===== src/include/bfmc_pkg.sv =====
// constants and types for the burst and frequency-shift keying control block
package bfmc_pkg;
	// clock and sync pulse timing
	localparam int CLK_MHZ        = 10;
	localparam int SYNC_PULSE_NS  = 200;
	// pulse must be strictly longer than the minimum, hence one extra cycle
	localparam logic [3:0] SYNC_PULSE_CYC = 4'(SYNC_PULSE_NS * CLK_MHZ / 1000 + 1);
	// frequencies and rates in units of 10 mHz
	localparam logic [31:0] ACC_WRAP     = 32'h3B9A_CA00;
	localparam logic [31:0] F_MIN        = 32'h0000_0001;
	localparam logic [31:0] F_ARB_MIN    = 32'h0000_000A;
	localparam logic [31:0] F_STD_MAX    = 32'h5968_2F00;
	localparam logic [31:0] F_TRI_MAX    = 32'h0098_9680;
	localparam logic [31:0] F_ARB_MAX1   = 32'h1DCD_6500;
	localparam logic [31:0] F_ARB_MAX2   = 32'h0EE6_B280;
	localparam logic [31:0] F_ARB_MAX3   = 32'h0131_2D00;
	localparam logic [31:0] F_ONE_MHZ    = 32'h05F5_E100;
	localparam logic [31:0] CARRIER_DEF  = 32'h0001_86A0;
	localparam logic [31:0] HOP_DEF      = 32'h0000_2710;
	localparam logic [31:0] RATE_MIN     = 32'h0000_0001;
	localparam logic [31:0] RATE_MAX     = 32'h004C_4B40;
	localparam logic [31:0] BRATE_DEF    = 32'h0000_2710;
	localparam logic [31:0] HRATE_DEF    = 32'h0000_03E8;
	localparam logic [13:0] ARB_PTS1     = 14'h2000;
	localparam logic [13:0] ARB_PTS2     = 14'h2FFF;
	// burst count and phase (millidegrees)
	localparam logic [15:0] CNT_MIN      = 16'h0001;
	localparam logic [15:0] CNT_MAX      = 16'hC350;
	localparam logic signed [19:0] PH_MAX = 20'sh5_7E40;
	localparam logic signed [19:0] PH_MIN = -PH_MAX;
	localparam logic signed [15:0] ERR_CONFLICT = 16'shFF23;
	// trigger source codes
	localparam logic [1:0] TS_INT       = 2'h0;
	localparam logic [1:0] TS_EXT       = 2'h1;
	localparam logic [1:0] TS_BACKPLANE = 2'h2;
	// waveform shape codes
	localparam logic [2:0] SH_SINE   = 3'h0;
	localparam logic [2:0] SH_SQUARE = 3'h1;
	localparam logic [2:0] SH_TRI    = 3'h2;
	localparam logic [2:0] SH_RAMP   = 3'h3;
	localparam logic [2:0] SH_ARB    = 3'h4;
	typedef enum logic [1:0] {MODE_OFF, MODE_BURST, MODE_HOP} bfmc_mode_type;
	typedef enum logic {BS_IDLE, BS_RUN} bfmc_bstate_type;
endpackage : bfmc_pkg

===== src/core/bfmc_core.sv =====
// burst and frequency-shift keying modulation control
//
// Behaviour
// - invalid burst carrier becomes minimum frequency and reports error -221.
// - counted burst sync low during burst, high after count until next burst.
// - gated burst sync follows waveform polarity about the offset level.
// - burst count 1 to 50000 or infinite, default one cycle.
// - count not allowed at carrier frequency is set to largest allowed count.
// - internal timer expiry emits one burst, period from burst repeat rate.
// - external or backplane rising edge starts one counted burst, rate ignored.
// - gated mode ignores rate and start phase, and ignores count except in the carrier conflict check.
// - burst repeat rate 10 mHz to 50 kHz, default 100 Hz.
// - too fast a rate stretches the interval, requested rate still reported.
// - start phase -360 to +360 degrees in millidegrees, default zero.
// - arbitrary waveforms take zero phase as first loaded sample.
// - one modulation mode at a time; enabling one disables the other.
// - external hop: low input gives carrier, high gives hop frequency.
// - sync pulse longer than 200 ns on each transition to hop frequency, except on entering hop mode with the hop level already high.
// - hop toggle rate 10 mHz to 50 kHz, default 10 Hz.
// - external hop source ignores internal toggle rate.
// - hop source internal or external, default internal.
// - carrier and hop span 10 mHz to 15 MHz, 100 kHz for triangle/ramp.
// - arbitrary ceiling by sample count: 5 MHz, 2.5 MHz, 200 kHz; floor 100 mHz.
// - backplane trigger line level has inverted sense.
// - gated output runs while gate high, sits at offset while low.
`timescale 1ns/100ps
`default_nettype none
module bfmc_core
	import bfmc_pkg::*;
#(
	parameter int NUM_LINES = 8
) (
	// clock and reset
	input  wire logic               i_clk_sys,
	input  wire logic               i_rst_n,
	// settings from the command layer
	input  wire logic               i_carrier_wr,
	input  wire logic [31:0]        i_carrier_freq,
	input  wire logic               i_hop_freq_wr,
	input  wire logic [31:0]        i_hop_frequency,
	input  wire logic               i_count_wr,
	input  wire logic               i_count_infinite,
	input  wire logic [15:0]        i_burst_cycle_count,
	input  wire logic               i_burst_rate_wr,
	input  wire logic [31:0]        i_burst_repeat_rate,
	input  wire logic               i_hop_rate_wr,
	input  wire logic [31:0]        i_hop_toggle_rate,
	input  wire logic               i_phase_wr,
	input  wire logic signed [19:0] i_burst_start_phase,
	input  wire logic [2:0]         i_wave_shape,
	input  wire logic [13:0]        i_arb_points,
	input  wire logic               i_burst_gating_select,
	input  wire logic [1:0]         i_trigger_source_select,
	input  wire logic [2:0]         i_trigger_line_index,
	input  wire logic               i_hop_source_select,
	input  wire logic               i_burst_mode_wr,
	input  wire logic               i_hop_mode_enable_wr,
	input  wire logic               i_mode_on,
	// pins
	input  wire logic               i_ext_trig,
	input  wire logic [NUM_LINES-1:0] i_backplane_trigger_line,
	// waveform engine
	input  wire logic               i_cycle_done,
	input  wire logic               i_wave_positive,
	// control outputs
	output logic                    o_sync,
	output logic                    o_wave_enable,
	output logic                    o_hop_select,
	output logic                    o_burst_active,
	output logic [1:0]              o_mode,
	// settings in force
	output logic [31:0]             o_carrier_freq,
	output logic [31:0]             o_hop_freq,
	output logic [15:0]             o_cycle_count,
	output logic                    o_count_infinite,
	output logic [31:0]             o_burst_rate,
	output logic [31:0]             o_hop_rate,
	output logic signed [19:0]      o_start_phase,
	output logic                    o_phase_from_first_sample,
	// settings conflict report
	output logic                    o_conflict,
	output logic signed [15:0]      o_error_code
);
	if (NUM_LINES < 1 || NUM_LINES > 8) begin : g_chk
		$error("NUM_LINES must be 1 to 8");
	end

	function automatic logic [15:0] min_cycles(input logic [31:0] f, input logic slow_shape);
		logic [15:0] n;
		n = CNT_MIN;
		if (!slow_shape) begin
			if (f > F_ONE_MHZ) n = 16'h0002;
			if (f > 32'(2 * F_ONE_MHZ)) n = 16'h0003;
			if (f > 32'(3 * F_ONE_MHZ)) n = 16'h0004;
			if (f > 32'(4 * F_ONE_MHZ)) n = 16'h0005;
		end
		return n;
	endfunction : min_cycles

	function automatic logic [31:0] clip(input logic [31:0] v, input logic [31:0] lo, input logic [31:0] hi);
		return (v < lo) ? lo : ((v > hi) ? hi : v);
	endfunction : clip

	bfmc_mode_type      mode_r;
	bfmc_bstate_type    bst_r;
	logic [NUM_LINES:0] sync1_r;
	logic [NUM_LINES:0] sync2_r;
	logic               lvl_prev_r;
	logic [31:0]        acc_r [2];
	logic [31:0]        rate_sel [2];
	logic [1:0]         tick;
	logic               pend_r;
	logic [15:0]        done_cnt_r;
	logic               hop_r;
	logic [3:0]         pulse_cnt_r;

	// frequency limits for the present shape
	wire        slow_shape = (i_wave_shape == SH_TRI) || (i_wave_shape == SH_RAMP);
	wire        is_arb     = (i_wave_shape == SH_ARB);
	wire [31:0] arb_max    = (i_arb_points <= ARB_PTS1) ? F_ARB_MAX1 :
		((i_arb_points <= ARB_PTS2) ? F_ARB_MAX2 : F_ARB_MAX3);
	wire [31:0] f_hi       = slow_shape ? F_TRI_MAX : (is_arb ? arb_max : F_STD_MAX);
	wire [31:0] f_lo       = is_arb ? F_ARB_MIN : F_MIN;
	wire [31:0] car_req    = clip(i_carrier_freq, f_lo, f_hi);
	wire        in_burst   = (mode_r == MODE_BURST);
	wire        car_bad    = in_burst && !o_count_infinite &&
		(o_cycle_count < min_cycles(car_req, slow_shape));
	wire [15:0] cnt_req    = (i_burst_cycle_count == 16'h0000) ? CNT_MIN :
		((i_burst_cycle_count > CNT_MAX) ? CNT_MAX : i_burst_cycle_count);
	wire        cnt_bad    = cnt_req < min_cycles(o_carrier_freq, slow_shape);
	wire signed [19:0] ph_req = (i_burst_start_phase > PH_MAX) ? PH_MAX :
		((i_burst_start_phase < PH_MIN) ? PH_MIN : i_burst_start_phase);

	// trigger selection, backplane lines active low
	wire [2:0] line_idx = (32'(i_trigger_line_index) < NUM_LINES) ? i_trigger_line_index : 3'h0;
	wire       sel_lvl  = (i_trigger_source_select == TS_BACKPLANE) ? ~sync2_r[line_idx] :
		sync2_r[NUM_LINES];
	wire       rise     = sel_lvl && !lvl_prev_r;
	wire       src_int  = (i_trigger_source_select == TS_INT);
	wire       counted  = in_burst && !i_burst_gating_select;
	wire       running  = (bst_r == BS_RUN);
	wire       b_start  = counted && !running && (src_int ? (tick[0] || pend_r) : rise);
	wire       cnt_last = i_cycle_done && !o_count_infinite && (done_cnt_r + 16'h0001 >= o_cycle_count);
	wire       b_stop   = running && (!counted || cnt_last);
	wire       run_nxt  = b_start || (running && !b_stop);
	wire       hop_ext  = i_hop_source_select;
	wire       hop_nxt  = hop_ext ? sel_lvl : (hop_r ^ tick[1]);
	wire       hop_rise = (mode_r == MODE_HOP) && hop_nxt && !hop_r;

	// rate generators: index 0 burst repeat, index 1 hop toggle
	assign rate_sel[0] = o_burst_rate;
	assign rate_sel[1] = o_hop_rate;
	for (genvar g = 0; g < 2; g++) begin : g_rate
		wire [32:0] sum = {1'b0, acc_r[g]} + {1'b0, rate_sel[g]};
		assign tick[g] = (sum >= {1'b0, ACC_WRAP});
		always_ff @(posedge i_clk_sys) begin
			if (!i_rst_n) begin
				acc_r[g] <= 32'h0000_0000;
			end else begin
				acc_r[g] <= tick[g] ? 32'(sum - {1'b0, ACC_WRAP}) : sum[31:0];
			end
		end
	end

	// pin synchroniser
	always_ff @(posedge i_clk_sys) begin
		if (!i_rst_n) begin
			// start at the idle levels so no false edge follows reset
			sync1_r <= {1'b0, {NUM_LINES{1'b1}}};
			sync2_r <= {1'b0, {NUM_LINES{1'b1}}};
		end else begin
			sync1_r <= {i_ext_trig, i_backplane_trigger_line};
			sync2_r <= sync1_r;
		end
	end

	// settings store
	always_ff @(posedge i_clk_sys) begin
		if (!i_rst_n) begin
			o_carrier_freq   <= CARRIER_DEF;
			o_hop_freq       <= HOP_DEF;
			o_cycle_count    <= CNT_MIN;
			o_count_infinite <= 1'b0;
			o_burst_rate     <= BRATE_DEF;
			o_hop_rate       <= HRATE_DEF;
			o_start_phase    <= '0;
			o_conflict       <= 1'b0;
			o_error_code     <= '0;
		end else begin
			o_conflict <= i_carrier_wr && car_bad;
			if (i_carrier_wr) begin
				o_carrier_freq <= car_bad ? f_lo : car_req;
				if (car_bad) o_error_code <= ERR_CONFLICT;
			end
			if (i_hop_freq_wr) o_hop_freq <= clip(i_hop_frequency, f_lo, f_hi);
			if (i_count_wr) begin
				o_count_infinite <= i_count_infinite;
				if (!i_count_infinite) o_cycle_count <= cnt_bad ? CNT_MAX : cnt_req;
			end
			if (i_burst_rate_wr) o_burst_rate <= clip(i_burst_repeat_rate, RATE_MIN, RATE_MAX);
			if (i_hop_rate_wr) o_hop_rate <= clip(i_hop_toggle_rate, RATE_MIN, RATE_MAX);
			if (i_phase_wr) o_start_phase <= ph_req;
		end
	end

	// mode selection and burst sequencing
	always_ff @(posedge i_clk_sys) begin
		if (!i_rst_n) begin
			mode_r     <= MODE_OFF;
			bst_r      <= BS_IDLE;
			pend_r     <= 1'b0;
			done_cnt_r <= '0;
			lvl_prev_r <= 1'b0;
		end else begin
			lvl_prev_r <= sel_lvl;
			if (i_hop_mode_enable_wr) begin
				mode_r <= i_mode_on ? MODE_HOP : ((mode_r == MODE_HOP) ? MODE_OFF : mode_r);
			end else if (i_burst_mode_wr) begin
				mode_r <= i_mode_on ? MODE_BURST : ((mode_r == MODE_BURST) ? MODE_OFF : mode_r);
			end
			bst_r      <= run_nxt ? BS_RUN : BS_IDLE;
			// an expiry during a burst is held so the interval stretches
			pend_r     <= counted && src_int && ((tick[0] && running) || (pend_r && !b_start));
			done_cnt_r <= (b_start || !running) ? 16'h0000 : (done_cnt_r + 16'(i_cycle_done));
		end
	end

	// hop level, sync and output steering
	always_ff @(posedge i_clk_sys) begin
		if (!i_rst_n) begin
			hop_r          <= 1'b0;
			pulse_cnt_r    <= '0;
			o_hop_select   <= 1'b0;
			o_sync         <= 1'b0;
			o_wave_enable  <= 1'b1;
			o_burst_active <= 1'b0;
			o_mode         <= MODE_OFF;
			o_phase_from_first_sample <= 1'b0;
		end else begin
			hop_r          <= hop_nxt;
			pulse_cnt_r    <= hop_rise ? SYNC_PULSE_CYC :
				((pulse_cnt_r != 4'h0) ? pulse_cnt_r - 4'h1 : 4'h0);
			o_hop_select   <= (mode_r == MODE_HOP) && hop_nxt;
			o_burst_active <= run_nxt;
			o_mode         <= mode_r;
			o_phase_from_first_sample <= is_arb;
			case (mode_r)
				MODE_BURST: begin
					o_wave_enable <= i_burst_gating_select ? sel_lvl : run_nxt;
					o_sync        <= i_burst_gating_select ? i_wave_positive : !run_nxt;
				end
				MODE_HOP: begin
					o_wave_enable <= 1'b1;
					o_sync        <= hop_rise || (pulse_cnt_r > 4'h1);
				end
				default: begin
					o_wave_enable <= 1'b1;
					o_sync        <= i_wave_positive;
				end
			endcase
		end
	end
endmodule : bfmc_core
`default_nettype wire


===== config.mk =====
export PLATFORM = sky130hd
export DESIGN_NAME = bfmc_core
export DESIGN_NICKNAME = d
export VERILOG_FILES = /design/src/include/bfmc_pkg.sv /design/src/core/bfmc_core.sv
export SDC_FILE = /design/constraint.sdc
export NUM_CORES = 1
export LEC_CHECK = 0
export ABC_AREA = 0
export ABC_CLOCK_PERIOD_IN_PS = 20700
export BUFFER_PORTS_ARGS = -buffer_cell sky130_fd_sc_hd__buf_2
export CORE_UTILIZATION = 55
export CTS_BUF_LIST = sky130_fd_sc_hd__clkbuf_4 sky130_fd_sc_hd__clkbuf_8
export CTS_CLUSTER_DIAMETER = 80
export CTS_CLUSTER_SIZE = 10
export DETAILED_ROUTE_END_ITERATION = 16
export PLACE_DENSITY = 0.81
export SETUP_SLACK_MARGIN = 0.3
export SLEW_MARGIN = 30
export SYNTH_ARGS = -nofsm -noshare
export SYNTH_HDL_FRONTEND = slang
export SYNTH_SLANG_ARGS = --single-unit

===== constraint.sdc =====
create_clock -name i_clk_sys -period 20.7 [get_ports i_clk_sys]
set_input_delay 4.14 -clock i_clk_sys [delete_from_list [all_inputs] [get_ports i_clk_sys]]
set_output_delay 4.14 -clock i_clk_sys [all_outputs]
set_load 0.005 [all_outputs]

Word level (Yosys, flattened, before mapping):

Memories as Yosys holds them, arrays and structs flattened.
Cells that the tools add are included.

* flip-flop bits (word level): 218
* RAM bits: 64
* input bits: 211
* logic and storage cells: 171
* memories kept: 1

Memory list
* acc_r: words 2, width 32, rd ports 2, clocked after Yosys merged registers in 0, write ports 2, RTL line bfmc_core.sv:109 `logic [31:0] acc_r [2];`

* add/subtract/negate cells: 7
* order comparisons: 28
* equality and inequality tests: 7
* mux-type cells: 52
* bitwise logic cells: 7
* reductions and logical operators: 44

Operator list (number)
* 32-bit two-way mux: 13
* 16-bit two-way mux: 11
* 32-bit by 29-bit > comparator with 1-bit output, second input constant: 4
* 32-bit by 32-bit adder with 33-bit output: 2
* 33-bit by 30-bit greater-or-equal comparator with 1-bit output, second input constant: 2
* 32-bit by 23-bit > comparator with 1-bit output, second input constant: 2
* 32-bit by 27-bit > comparator with 1-bit output, second input constant: 2
* 32-bit by 28-bit > comparator with 1-bit output, second input constant: 2
* 32-bit by 31-bit > comparator with 1-bit output: 2
* 32-bit by 1-bit < comparator with 1-bit output, second input constant: 2
* 32-bit by 4-bit < comparator with 1-bit output: 2
* 32-bit by 30-bit subtractor with 32-bit output, second input constant: 2
* 31-bit two-way mux: 2
* 20-bit two-way mux: 2
* 16-bit < comparator: 2
* 29-bit two-way mux: 1
* 14-bit <= comparator, second input constant: 2
* 28-bit two-way mux: 1
* 20-bit > comparator, second input constant: 1
* 20-bit < comparator, second input constant: 1
* 2-bit two-way mux: 10
* 1-bit logical AND: 17
* 16-bit by 1-bit adder with 16-bit output: 1
* 16-bit by 1-bit adder with 16-bit output, second input constant: 1
* other kinds (28): 58

Logic depth before layout (Yosys ltp):

* depth after elaboration: 17
* gate-level depth with buffers: 29
* depth with buffers taken out: 26

Worst setup path before layout:

OpenSTA, ideal clock, no wires.

* path kind: in2reg
* start point: input port i_wave_shape[1]
* end point: register o_carrier_freq[0]
* library setup time: 0.059 ns
* arrival: 10.345 ns
* data required time: 20.641 ns
* path slack: 10.296 ns
* stages on the path: 27
* cells stage by stage: nor3b_2 clkinv_1 nor3_1 inv_2 nand2_1 nor2_2 inv_2 ha_1 and4_1 and3b_1 a2111oi_0 o211a_1 nor2_1 clkbuf_1 nor4_1 nand4_1 o32ai_1 nor2_1 or3_1 a21o_1 ha_1 or3_1 o32a_1 and2_1 buf_2 o32a_1 nand2_1

* longest elaborated chain between the ends: 15
* elaborated cells between the ends (all ways): 23
* classes of those cells: order compare (7); eq/ne (3); mux (11); reduce/logical (2)

Ends and longest elaborated chain
* start, declared: RTL line bfmc_core.sv:50 `input wire logic [2:0] i_wave_shape,`
* 3-bit == test / 3-bit by 2-bit == test with 1-bit output (equally long branches): RTL line bfmc_core.sv:119, bfmc_core.sv:118
* 31-bit two-way mux / 1-bit logical OR (equally long branches): RTL line bfmc_core.sv:122, bfmc_core.sv:118
* 31-bit two-way mux: RTL line bfmc_core.sv:122 `wire [31:0] f_hi = slow_shape ? F_TRI_MAX : (is_arb ? arb_max : F_STD_MAX);`
* 32-bit by 31-bit > comparator with 1-bit output: RTL line bfmc_core.sv:101 `return (v < lo) ? lo : ((v > hi) ? hi : v);`
* 32-bit two-way mux (2 in a row): RTL line bfmc_core.sv:101
* 32-bit by 27-bit > comparator with 1-bit output: RTL line bfmc_core.sv:92 `if (f > F_ONE_MHZ) n = 16'h0002;`
* 2-bit two-way mux: RTL line bfmc_core.sv:92
* 16-bit two-way mux: RTL line bfmc_core.sv:93 `if (f > 32'(2 * F_ONE_MHZ)) n = 16'h0003;`
* 16-bit two-way mux: RTL line bfmc_core.sv:94 `if (f > 32'(3 * F_ONE_MHZ)) n = 16'h0004;`
* 16-bit two-way mux: RTL line bfmc_core.sv:95 `if (f > 32'(4 * F_ONE_MHZ)) n = 16'h0005;`
* 16-bit two-way mux: RTL line bfmc_core.sv:91 `if (!slow_shape) begin`
* 16-bit < comparator: RTL line bfmc_core.sv:127 `(o_cycle_count < min_cycles(car_req, slow_shape));`
* 1-bit logical AND: RTL line bfmc_core.sv:126 `wire car_bad = in_burst && !o_count_infinite &&`
* 32-bit two-way mux *: RTL line bfmc_core.sv:192 `o_carrier_freq <= car_bad ? f_lo : car_req;`
* end signal, assigned: RTL line bfmc_core.sv:192
* end, declared: RTL line bfmc_core.sv:72 `output logic [31:0] o_carrier_freq,`

Every way passes the cells marked *; elsewhere a longest branch is shown, timed or not.
A chain may end at the register's enable or synchronous reset.

Worst setup path after layout:

* start point: input port i_wave_shape[1]
* end point: register o_carrier_freq[3]

Same word-level chain as after synthesis.

==> reports/results.txt <==
Required @ worst endpoint: 21,170 ps
Top FF cell, synth: dfxtp_1
Worst Setup Start Kind: primary input
die area: 0.0342 sq mm
final hold violation count: 0
reg2reg start: o_burst_rate[0]
clk sinks: 281
CP Max Fanout: 26
I/O pin count: 400
largest net degree at the start of global routing: 80
All-Layer GR Usage: 34.3%
Detailed Place HPWL: 46,700 um
# rows: 66
FF-to-FF path depth: 17
Root Driver: clkbuf_8
fin. max-slew vios: 0
Syn. warnings: 0
Setup violations, final: 0
# nets final: 2,965
final non-filler cell total: 3,056
die width: 185 um
Setup crit end: o_carrier_freq[3]
Max transition margin: 35.5%
Via Count: 19,100
unrepaired setup endpoints after global routing: false
Fmax: 83.5 MHz
CTS Hold Bufs: 0
Reg clk slew, reported paths: 80 ps
Routability Congestion: 0.997
Final ANT Viol Nets: 0
number of flops mapped to enable cells by yosys: 0
sequential fraction of the synthesis area: 30.6%
total CTS buffers: 34
Worst Setup SP: i_wave_shape[1]
Async S/R FF share, synth: 0%
htree depth: 2
initial DRC count: 1,599
area of the multi-input gates: 0.0120 sq mm
Synth Area per Inst: 8.09 sq um
Synth cell types: 96
Yosys reg bits: 281
via/cell ratio: 6.25
Worst-Skew Late Latency: 570 ps
ratio of cells with drive above 1 in the final layout: 19.5%
DR WL/cell: 19.8 um
Area Overhead vs Synth: 14.7%
Post-CTS Resized: 0
Post-Syn Instances: 2,274
crit path capture type: flop
total routed wirelength: 60,600 um
DRC viols: 0
GRT overflow: 0
global-route wire length before repair: 93,700 um
die height: 185 um
Static Leak: 9.61 nW
buffer count from post-CTS setup fixing: 0
Starting Density: 56.3%
R2R Path End: acc_r[0][25]
Fin Clk Skew: 34.9 ps
core area: 0.0327 sq mm
Peak VDD IR: 0.0546 mV
Worst-Margin Slew: 967 ps
Pre-antenna DRT Iters: 8
CP Class: in2reg
Tcrit/Tclk final: 57.9%
initial antenna violation count: 2
cell area after synthesis: 0.0184 sq mm
r2r setup slk: 15,480 ps
Max-cap violations: 0
PwrDens: 74.1 mW/mm^2
status: completed
Final min period: 11,980 ps
port buffer count: 394
min-delay worst type: reg2reg
Storage cell area: 0.00563 sq mm
vias in the first global route: 17,900
setup TNS: 0 ps
critical path arrival: 12,450 ps
clock buffer depth: 3
DP Cell Count: 3,016
# fillers: 2,888
CTS tree: done
[cells in the final DEF, fill, tap and decap left out, types with 8 or more instances in the layout]
cell,instances
a211oi_1,19
a21boi_0,10
a21o_1,49
a21oi_1,172
a21oi_2,12
a221o_1,9
a22o_1,31
a2bb2oi_1,16
a31oi_1,19
and2_1,35
and3_1,46
and4_1,12
buf_2,393
buf_4,14
clkbuf_8,36
dfxtp_1,281
ha_1,142
inv_1,81
mux2_2,8
mux2i_1,31
nand2_1,137
nand2b_1,54
nand3_1,80
nand3b_1,16
nand4_1,36
nor2_1,246
nor2b_1,31
nor3_1,57
nor4_1,45
o211ai_1,16
o21a_1,21
o21ai_0,104
o21bai_1,14
o31ai_1,15
or2_2,9
or3_1,25
or4_1,10
xnor2_1,72
xor2_1,37
[metal layers]
metal	GRT usage (%)	wire length, um
met5	0	0
met1	43.1	25000
met4	16.1	2640
met2	56.8	28300
met3	5.84	4640
[sequential cells by signal, summed over array words and instances (netlist names), 2 cells and up]
name,flops
o_cycle_count,16
acc_r,64
o_start_phase,20
mode_r,2
o_burst_rate,32
o_mode,2
o_carrier_freq,32
done_cnt_r,16
sync2_r,9
pulse_cnt_r,4
sync1_r,9
o_hop_rate,32
o_hop_freq,32
[area by class of cell]
cell class	count	share of cell area, %
tap	442	2.62
clock inverter	2	0.0770
antenna	2	0.0237
sequential	281	26.6
timing repair buffer	407	9.81
clock buffer	36	2.35
multi-input combinational	1801	57.0
inverter	85	1.52
[cell families (layout without fill, tap and decap cells)]
family	Yosys count	in the layout	synth area share, %
simple gates	881	881	24.6
compound gates	621	621	22.9
flops	281	281	30.6
buf+inv	196	530	4.42
fa+ha+maj	144	144	9.87
xor+xnor	109	109	5.19
mux	41	41	2.42
other cells	1	7	0.0204
[cell usage after synthesis (21+ instances only)]
| cell type | instances | area [sq um] |
|---|---|---|
| xnor2_1 | 72 | 631 |
| or3_1 | 25 | 156 |
| a21oi_1 | 172 | 861 |
| ha_1 | 142 | 1780 |
| inv_1 | 82 | 308 |
| a21o_1 | 49 | 368 |
| a22o_1 | 31 | 272 |
| xor2_1 | 37 | 324 |
| dfxtp_1 | 281 | 5630 |
| nor3_1 | 58 | 290 |
| and2_1 | 35 | 219 |
| nor4_1 | 48 | 300 |
| and3_1 | 46 | 288 |
| nand2b_1 | 54 | 338 |
| nor2b_1 | 31 | 194 |
| mux2i_1 | 31 | 310 |
| clkbuf_1 | 84 | 315 |
| nor2_1 | 249 | 935 |
| o21a_1 | 21 | 158 |
| nand2_1 | 137 | 514 |
| o21ai_0 | 104 | 521 |
| nand4_1 | 36 | 225 |
| nand3_1 | 80 | 400 |
[metrics by stage]
| step | utilization, % | hold slack (ps) | setup slack (ps) | power, W | area [sq um] |
|---|---|---|---|---|---|
| 2_1_floorplan | - | 386 | 10300 | 0.00104 | 18400 |
| 3_3_place_gp | 62.9 | 388 | 8420 | 0.00119 | 20600 |
| 3_5_place_dp | 63.0 | 392 | 8260 | 0.00120 | 20600 |
| 4_1_cts | 64.5 | 407 | 8860 | 0.00156 | 21100 |
| 5_1_grt | 64.6 | 426 | 8240 | 0.00165 | 21100 |
| 6_report | 64.6 | 410 | 8720 | 0.00156 | 21100 |
[worst min-delay path by stage]
stage | start | slack (ps) | cells after the start | end
after floorplan | sync1_r[0] | 390 | 1 | sync2_r[0]
after global placement | sync1_r[6] | 390 | 1 | sync2_r[6]
after detailed placement | sync1_r[6] | 390 | 1 | sync2_r[6]
after CTS | sync1_r[6] | 410 | 1 | sync2_r[6]
after global routing | sync1_r[6] | 430 | 1 | sync2_r[6]
final | sync1_r[7] | 410 | 1 | sync2_r[7]
[power by group]
part | internal [W] | switching, W
logic | 0.000237 | 0.000358
clock network | 0.000156 | 0.000201
registers | 0.000586 | 0.0000256
[worst max-delay path, stage by stage]
cell and delay, ps:
buf_2 110, nor3b_2 530, clkinv_1 530, nor3_1 300, buf_4 220, inv_2 110, nand2_1 160, nor2_2 90
ha_1 310, and4_1 210, nand4_1 180, or2_1 300, o211ai_1 670, nand2_1 800, a22o_1 520, o31a_1 320
a2111oi_0 380, nor2_1 160, or3_1 380, a21o_1 160, ha_1 190, or3_1 340, o32a_1 290, buf_4 210
and2_1 320, and3_1 250, o221a_2 240
Note: power is estimated with default switching activity, not from simulation.
